`config.mk`:
```
export PLATFORM = sky130hd
export DESIGN_NAME = rtsc_top
export DESIGN_NICKNAME = d
export VERILOG_FILES = /design/src/pkg/rtsc_pkg.sv /design/src/design/rtsc_sync.sv /design/src/design/rtsc_top.sv
export SDC_FILE = /design/constraint.sdc
export NUM_CORES = 1
export LEC_CHECK = 0
export ABC_AREA = 1
export BUFFER_PORTS_ARGS = -buffer_cell sky130_fd_sc_hd__buf_4
export CORE_AREA = 3 3 90 92
export DETAILED_ROUTE_END_ITERATION = 16
export DIE_AREA = 0 0 93 95
export SLEW_MARGIN = 20
export SYNTH_ARGS = -nofsm -noshare
export SYNTH_HDL_FRONTEND = slang
export SYNTH_HIERARCHICAL = 1
export SYNTH_SLANG_ARGS = --single-unit
```
`constraint.sdc`:
```
create_clock -name i_ref_clk -period 1.5 [get_ports i_ref_clk]
set_clock_uncertainty 0.2 [all_clocks]
set_input_delay 0.15 -clock i_ref_clk [delete_from_list [all_inputs] [get_ports i_ref_clk]]
set_output_delay 0.15 -clock i_ref_clk [all_outputs]
set_load 0.01 [all_outputs]
```
`src/pkg/rtsc_pkg.sv`:
```
// package of constants and types for the reset and test strap control block
`default_nettype none

package rtsc_pkg;

  // ****************************************************************
  // widths
  // ****************************************************************
  localparam int unsigned STRAP_W = 8;

  // ****************************************************************
  // timing
  // ****************************************************************
  localparam int unsigned CLK_PERIOD_PS = 8000;
  localparam int unsigned SAMPLE_DELAY_NS = 1500;
  localparam int unsigned SAMPLE_DELAY_PS = SAMPLE_DELAY_NS * 1000;
  // approximate figure, round down to whole cycles
  localparam int unsigned SAMPLE_DELAY_CYC = SAMPLE_DELAY_PS / CLK_PERIOD_PS;
  localparam int unsigned CNT_W = 8;

  // ****************************************************************
  // reset values
  // ****************************************************************
  localparam logic [STRAP_W-1:0] STRAP_RST = 8'h00;
  localparam logic [STRAP_W-1:0] TEST_OUT_RST = 8'h00;
  localparam logic [CNT_W-1:0] CNT_RST = 8'h00;

  // ****************************************************************
  // sequencer states, gray along the path
  // ****************************************************************
  typedef enum logic [1:0]
  {
    RTSC_HOLD = 2'b00,
    RTSC_WAIT = 2'b01,
    RTSC_SAMPLE = 2'b11,
    RTSC_RUN = 2'b10
  } rtsc_state_t;

endpackage : rtsc_pkg

`default_nettype wire

```
`src/design/rtsc_sync.sv`:
```
// two flip-flop synchroniser, one per bit
`default_nettype none

module rtsc_sync #(
  parameter int unsigned WIDTH = 1
) (
  // clock and reset
  input wire logic i_ref_clk,
  input wire logic i_rst,
  // data
  input wire logic [WIDTH-1:0] i_async,
  output logic [WIDTH-1:0] o_sync
);

  typedef struct packed
  {
    logic [WIDTH-1:0] meta;
    logic [WIDTH-1:0] sync;
  } rtsc_sync_st_t;

  rtsc_sync_st_t s_reg;
  rtsc_sync_st_t s_next;

  always_comb
  begin
    s_next = s_reg;
    s_next.meta = i_async;
    s_next.sync = s_reg.meta;
  end

  always_ff @(posedge i_ref_clk or posedge i_rst)
  begin
    if (i_rst)
    begin
      s_reg <= '0;
    end
    else
    begin
      s_reg <= s_next;
    end
  end

  assign o_sync = s_reg.sync;

endmodule // rtsc_sync

`default_nettype wire

```
`src/design/rtsc_top.sv`:
```
// power-on reset sequencing and test strap capture
//
// Contract
// - start self-configuration on a rising edge of power-on reset low
// - no output active while power-on reset low is held low except the pull-down enables; o_test_mode and o_test_mode_sel keep the last capture
// - all eight test pins undriven while reset is held low
// - about 1.5 us after release, capture pins as mode, then drive them
// - weak pull-down on each test pin so open pins read low
// - any captured high selects test mode; all low selects normal
// - normal mode: pins are test outputs only; outside leaves them undriven
`default_nettype none

module rtsc_top
  import rtsc_pkg::*;
#(
  parameter int unsigned DELAY_CYC = rtsc_pkg::SAMPLE_DELAY_CYC
) (
  // clock and reset
  input wire logic i_ref_clk,
  input wire logic i_rst,
  // pins from the power manager and test port
  input wire logic i_power_on_reset_low,
  input wire logic i_test_port_reset_low,
  // test strap pins
  input wire logic [rtsc_pkg::STRAP_W-1:0] i_test_strap_pin,
  output logic [rtsc_pkg::STRAP_W-1:0] o_test_strap_pin,
  output logic [rtsc_pkg::STRAP_W-1:0] o_test_strap_oe,
  output logic [rtsc_pkg::STRAP_W-1:0] o_test_strap_pulldown,
  // internal test output data
  input wire logic [rtsc_pkg::STRAP_W-1:0] i_test_out_data,
  // status
  output logic [rtsc_pkg::STRAP_W-1:0] o_test_mode_sel,
  output logic o_test_mode,
  output logic o_config_start,
  output logic o_ready,
  output logic o_test_port_fault
);
  import rtsc_pkg::*;

  // ****************************************************************
  // derived constants
  // ****************************************************************
  // the counter runs from 0 to DELAY_LAST in the wait state, so the wait
  // lasts DELAY_CYC cycles; a DELAY_CYC above 2**CNT_W would wrap the
  // counter and cut the wait short
  localparam logic [CNT_W-1:0] DELAY_LAST = CNT_W'(DELAY_CYC - 1);

  // ****************************************************************
  // pin synchronisers
  // ****************************************************************
  logic [STRAP_W+1:0] sync_in;
  logic [STRAP_W+1:0] sync_out;
  logic por_n_s;
  logic tport_n_s;
  logic [STRAP_W-1:0] strap_s;

  // one synchroniser for all pins; the straps are read long after the
  // pins settle, so bits that land a cycle apart do no harm
  // no gray code needed for that reason
  assign sync_in = {i_power_on_reset_low, i_test_port_reset_low, i_test_strap_pin};

  rtsc_sync #(
    .WIDTH(STRAP_W + 2)
  ) u_sync (
    .i_ref_clk(i_ref_clk),
    .i_rst(i_rst),
    .i_async(sync_in),
    .o_sync(sync_out)
  );

  assign por_n_s = sync_out[STRAP_W+1];
  assign tport_n_s = sync_out[STRAP_W];
  assign strap_s = sync_out[STRAP_W-1:0];

  // ****************************************************************
  // state
  // ****************************************************************
  typedef struct packed
  {
    // sequencer
    rtsc_state_t state;
    logic [CNT_W-1:0] cnt;
    logic por_d;
    // captured straps
    logic [STRAP_W-1:0] mode_sel;
    logic test_mode;
    // pin drive
    logic [STRAP_W-1:0] pin_out;
    logic [STRAP_W-1:0] pin_oe;
    logic [STRAP_W-1:0] pull_en;
    // status
    logic start;
    logic ready;
    logic tport_fault;
  } rtsc_st_t;

  rtsc_st_t st_reg;
  rtsc_st_t st_next;

  // ****************************************************************
  // release detect
  // ****************************************************************
  logic por_rise;

  // por_d clears on reset, so a pin already high at reset release counts as a rise
  // a rise during wait or run cannot occur: a fall first forces hold
  assign por_rise = por_n_s & ~st_reg.por_d;

  // ****************************************************************
  // next state
  // ****************************************************************
  always_comb
  begin
    st_next = st_reg;
    st_next.por_d = por_n_s;
    st_next.start = 1'b0;
    st_next.pull_en = '1;
    // hazard flagged only once running; start-up can fail if high
    st_next.tport_fault = st_reg.ready & tport_n_s;
    case (st_reg.state)
      RTSC_HOLD:
      begin
        // nothing drives the pins until the run state, after the capture
        st_next.cnt = CNT_RST;
        st_next.pin_oe = '0;
        st_next.pin_out = TEST_OUT_RST;
        st_next.ready = 1'b0;
        if (por_rise)
        begin
          st_next.state = RTSC_WAIT;
          st_next.start = 1'b1;
        end
      end
      RTSC_WAIT:
      begin
        // straps need time to settle through the pull-downs
        st_next.cnt = st_reg.cnt + CNT_W'(1);
        if (st_reg.cnt == DELAY_LAST)
        begin
          st_next.state = RTSC_SAMPLE;
        end
      end
      RTSC_SAMPLE:
      begin
        // open pins read low through the pull-down
        st_next.mode_sel = strap_s;
        st_next.test_mode = |strap_s;
        st_next.state = RTSC_RUN;
      end
      RTSC_RUN:
      begin
        // data presented now leaves the pins one cycle later
        st_next.pin_oe = '1;
        st_next.pin_out = i_test_out_data;
        st_next.ready = 1'b1;
      end
      default:
      begin
        st_next.state = RTSC_HOLD;
      end
    endcase
    // reset low overrides every state
    // mode_sel and test_mode keep the last capture through reset low
    if (!por_n_s)
    begin
      st_next.state = RTSC_HOLD;
      st_next.pin_oe = '0;
      st_next.pin_out = TEST_OUT_RST;
      st_next.ready = 1'b0;
      st_next.start = 1'b0;
      st_next.tport_fault = 1'b0;
      st_next.cnt = CNT_RST;
    end
  end

  // ****************************************************************
  // state register
  // ****************************************************************
  always_ff @(posedge i_ref_clk or posedge i_rst)
  begin
    if (i_rst)
    begin
      st_reg <= '{
        state: RTSC_HOLD,
        cnt: CNT_RST,
        por_d: 1'b0,
        mode_sel: STRAP_RST,
        test_mode: 1'b0,
        pin_out: TEST_OUT_RST,
        pin_oe: '0,
        pull_en: '1,
        start: 1'b0,
        ready: 1'b0,
        tport_fault: 1'b0
      };
    end
    else
    begin
      st_reg <= st_next;
    end
  end

  // ****************************************************************
  // outputs
  // ****************************************************************
  assign o_test_strap_pin = st_reg.pin_out;
  assign o_test_strap_oe = st_reg.pin_oe;
  assign o_test_strap_pulldown = st_reg.pull_en;

  // status; test mode is only reported, nothing here acts on it
  assign o_test_mode_sel = st_reg.mode_sel;
  assign o_test_mode = st_reg.test_mode;
  assign o_config_start = st_reg.start;
  assign o_ready = st_reg.ready;
  assign o_test_port_fault = st_reg.tport_fault;

endmodule // rtsc_top

`default_nettype wire

```
**Yosys cells after proc, flatten, opt, wreduce, memory -nomap -nowiden**

Cells that the tools add are included.

- Flip-flop bits (word level): 59
- Output and inout bits: 36

- Add/sub/neg operators: 1
- Equal/unequal tests: 9
- Mux-type cells: 11
- Bitwise logic cells: 3
- Reductions and logical operators: 3

Operator list:

| cell | number |
|---|---|
| case mux 16 bit (2 select lines) | 1 |
| two-way mux 16 bit | 1 |
| case mux 8 bit (2 select lines) | 1 |
| != test 3 bit (second input constant) | 4 |
| two-way mux 10 bit | 1 |
| adder 8 x 1 -> 8 bit (second input constant) | 1 |
| equality test 8 bit (second input constant) | 1 |
| OR reduction 8 bit | 1 |
| case mux 2 bit (3 select lines) | 1 |
| equality test 2 bit (second input constant) | 2 |
| two-way mux 2 bit | 2 |
| != test 4 bit (second input constant) | 1 |
| two-way mux 3 bit | 1 |
| AND reduction 3 bit | 1 |
| bitwise AND 1 bit | 2 |
| equality test 2 x 1 -> 1 bit (second input constant) | 1 |
| logical NOT 2 bit | 1 |
| two-way mux 1 bit | 2 |
| case mux 1 bit (2 select lines) | 1 |
| NOT 1 bit | 1 |

**Depth between registers and ports, before layout**

- Depth in word-level cells: 5
- Mapped depth: 9

**By module**

The synthesis kept the hierarchy.

By module, submodules not included:

| module | times used | cells each | area an instance (µm²) | sequential area each (µm²) |
|---|---|---|---|---|
| rtsc_top | 1 | 206 | 1679.1 | 775.7 |
| rtsc_sync | 1 | 21 | 504.2 | 500.5 |

**Worst setup path before layout**

Ideal clock, no wire load.

- Path kind: reg-to-reg
- From: register st_reg[45] (netlist name)
- To: register st_reg[46] (netlist name)
- Library setup time: 0.117 ns
- Data arrival time: 1.103 ns
- Path slack: 0.079 ns
- Stages on the path, launching flop included: 9
- Buffers on the path: 0
- Period minus slack after synthesis: 1.421 ns
- Path through: dfrtp_1 -> inv_1 -> ha_1 -> nand3_1 -> nand2_1 -> inv_1 -> nand2_1 -> nand2_1 -> nand2_1

- Longest elaborated chain between the ends: 3
- Elaborated cells on any way between the ends: 9
- Classes of those cells: 5 x eq/ne; 2 x mux; 2 x reduce/logical

Ends and longest elaborated chain:

| item | RTL line | RTL |
|---|---|---|
| start, declared | rtsc_top.sv:97 | `rtsc_st_t st_reg;` |
| start signal, assigned | rtsc_top.sv:183 | `st_reg <= '{` |
| start signal, assigned | rtsc_top.sv:199 | `st_reg <= st_next;` |
| equality test 2 x 1 -> 1 bit (tied with other cells) | rtsc_top.sv:120 | `case (st_reg.state)` |
| != test 4 bit (no source line) (tied with other cells) | - |  |
| AND reduction 3 bit (no source line) / two-way mux 10 bit (equally long branches) | - |  |

Several ways; a longest one is shown, not always the timed one.
A chain may end at the register's enable or synchronous reset.

**Final worst setup path**

- From: register st_reg[45] (netlist name)
- To: register st_reg[45] (netlist name)

Same word-level chain as after synthesis.

==> results.yml <==
status:
  status: "complete, no violations"
final_layout:
  largest_reg_flops: 11
  nNetsFinal: 314
  final_common_cell: "buf_4"
  fin_area_sq_um: 2915
  layout-drive-gt1-share: 0.3229
  n_antenna_cell: 0
  fin_cells: 387
  fillCellCount: 712
  area_growth_pct: 33.52
  final_cell_mix: "buf_4, nand2_1, dfrtp_1, dlygate4sd3_1, inv_1"
  utilization: 0.3998
run:
  cap_violations: 0
floorplan:
  die_h_um: 95
  die_w_um: 93
  num_rows: 31
  core-area_sq_um: 7292
  ios: 56
  initial_core_util: 0.2994
  dieArea_sq_um: 8835
power:
  power.density_nw_per_um2: 1360
  clock_power_share: 0.236
  p_leak_nw: 1.471
  power_switching_mw: 1.259
  power_frac_seq: 0.437
  pwr-share-comb: 0.327
  p_int_mw: 2.707
  peakVddDrop_uv: 379.2
  switching_share: 0.3175
cts:
  root_buffer: "clkbuf_8"
  insertion_delay_ps: 300
  clock_sinks: 51
  cts_tree: "done"
  cts_buffers: 5
  path_clk_slew_ps: 90
  htreeDepth: 2
  max-clock-path-buffers: 2
yosys:
  synth_cells: 227
  synth.avg_cell_area_sq_um: 9.618
  syn-cell-area_sq_um: 2183
  yosysWarnings: 6
  ys_seq_elements: 51
  synthDistinctLibCells: 22
  seq_area_frac_synth: 0.5845
critical_path:
  path_buf_inv: 2
  crit_start: "st_reg[45]$_DFFE_PP0P_"
  reg2reg_slack_ps: 70
  r2r-end: "st_reg[45]$_DFFE_PP0P_"
  path_class: "flip-flop to flip-flop"
  crit_chain: "inv_2 > ha_4 > nand3_1 > nand2_1 > inv_2 > nand2_2 > nand2_1 > nand2_1"
  cp-start-kind: "flip-flop"
  cpLargestDelayFamily: "flip-flops"
  crit_path_end_kind: "flip-flop"
  cp_common_cell: "nand2_1"
  cp_max_fo: 4
  crit_end: "st_reg[45]$_DFFE_PP0P_"
  slowest_delay_ps: 460
  required_ps: 1490
  rr_startpoint: "st_reg[45]$_DFFE_PP0P_"
  cpMaxStageDelayCell: "dfrtp_2"
  arrival_ps: 1420
  reg2regPathDepth: 8
  cp.depth: 8
routing:
  routed_wl_um: 4044
  drt_iter0_markers: 78
  wl_per_cell_um: 10.45
  routed_via_density: 4.003
  ant_nets: 0
  vias: 1549
  firstDrtPassIters: 4
  drc: 0
timing:
  finalSetupViolCount: 0
  rsz0062_at_grt: "yes"
  finalCriticalPeriod_ps: 1432
  max_freq_mhz: 698.1
  hold_viol_final: 0
  finalWorstSetupSlack_ps: 67.59
  slew_viol_final: 0
  period_share: 0.9549
global_route:
  grt_max_degree: 32
  grt_pass1_wl_um: 7038
  antenna_found_initial: 0
  overflow: 0
  grt_pass1_vias: 1542
  track_usage: 0.1000
placement:
  gp_congestion: 0.7692
  hpwlAfterDp_um: 2880
  place_inst: 355
  port_buffers: 47
  dpl_worst_slack_ps: -12.29
  placed_area_sq_um: 2495
min_path:
  holdPathStages: 0
  min_path_type: "flip-flop to flip-flop"
layout make-up:
type	count	area [sq um]	area share
Clock buffer	5	68.82	0.02361
Clock inverter	3	43.79	0.01502
Multi-Input combinational cell	124	654.4	0.2245
Inverter	26	106.4	0.03648
Sequential cell	51	1277	0.4382
Timing Repair Buffer	79	640.6	0.2197
Tap cell	99	123.9	0.04249
power groups by stage:
stage	sequential [mW]	clock, mW	combinational (mW)
floorplan	1.73	0	0.775
global placement	1.74	0	1.06
detailed placement	1.75	0	1.09
CTS	1.72	0.969	1.15
global route	1.77	1.02	1.45
finish	1.73	0.936	1.30
synth_stat cells, drive strengths merged:
| cell | number | area share |
|---|---|---|
| nand2 | 62 | 0.11 |
| o21ai | 14 | 0.034 |
| dfrtp | 51 | 0.58 |
| buf | 33 | 0.12 |
| nand3 | 10 | 0.023 |
| and3 | 1 | 0.0029 |
| conb | 1 | 0.0017 |
| nor3 | 2 | 0.0046 |
| ha | 7 | 0.040 |
| a21oi | 3 | 0.0069 |
| nor2 | 13 | 0.022 |
| o22ai | 2 | 0.0057 |
| o21bai | 1 | 0.0034 |
| inv | 24 | 0.041 |
| clkinv | 2 | 0.0040 |
| nand4 | 1 | 0.0029 |
through the flow:
step	power (mW)	TNS, ps	hold slack, ps
floorplan	2.508	0	-86.17
global placement	2.799	0	-31.38
detailed placement	2.835	-28.60	-25.75
CTS	3.847	-11.62	158.4
global route	4.246	-19.66	163.8
finish	3.966	0	151.7
worst reg2reg max path, cell delays in order (launching register included):
cell and delay, ps:
dfrtp_2 460, inv_2 90, ha_4 200, nand3_1 70, nand2_1 70, inv_2 70
nand2_2 60, nand2_1 50, nand2_1 60
cells by family after synthesis:
| family | share of synthesized area |
|---|---|
| other cells | 0.001718 |
| flops | 0.5845 |
| compound gates | 0.04985 |
| simple gates | 0.1633 |
| fa+ha+maj | 0.04011 |
| buf+inv | 0.1605 |
routing by layer:
| metal | routed length [um] | GRT usage | vias up |
|---|---|---|---|
| li1 | - | - | 776 |
| met1 | 1780 | 0.1231 | 728 |
| met2 | 1966 | 0.1680 | 38 |
| met3 | 212 | 0.02231 | 7 |
| met4 | 84 | 0.04518 | 0 |
| met5 | 0 | 0 | - |
how the worst min path moves through the flow:
| stage | startpoint | to | slack, ps |
|---|---|---|---|
| global placement | i_rst | u_sync/s_next[6]$_DFF_PP0_ | -30 |
| CTS | u_sync/s_next[3]$_DFF_PP0_ | u_sync/o_sync[3]$_DFF_PP0_ | 160 |
| floorplan | i_rst | u_sync/o_sync[0]$_DFF_PP0_ | -90 |
| finish | u_sync/s_next[3]$_DFF_PP0_ | u_sync/o_sync[3]$_DFF_PP0_ | 150 |
| detailed placement | i_rst | u_sync/s_next[6]$_DFF_PP0_ | -30 |
| global route | u_sync/s_next[9]$_DFF_PP0_ | u_sync/o_sync[9]$_DFF_PP0_ | 160 |
what timing repair did:
item	CTS	global route
endpoints found under the hold margin	69	0
pin swaps	0	5
buffers inserted	1	4
setup endpoints to repair	7	19
gates resized for setup	2	30
hold buffers	19	0
Power figures use the tool's default switching activity.
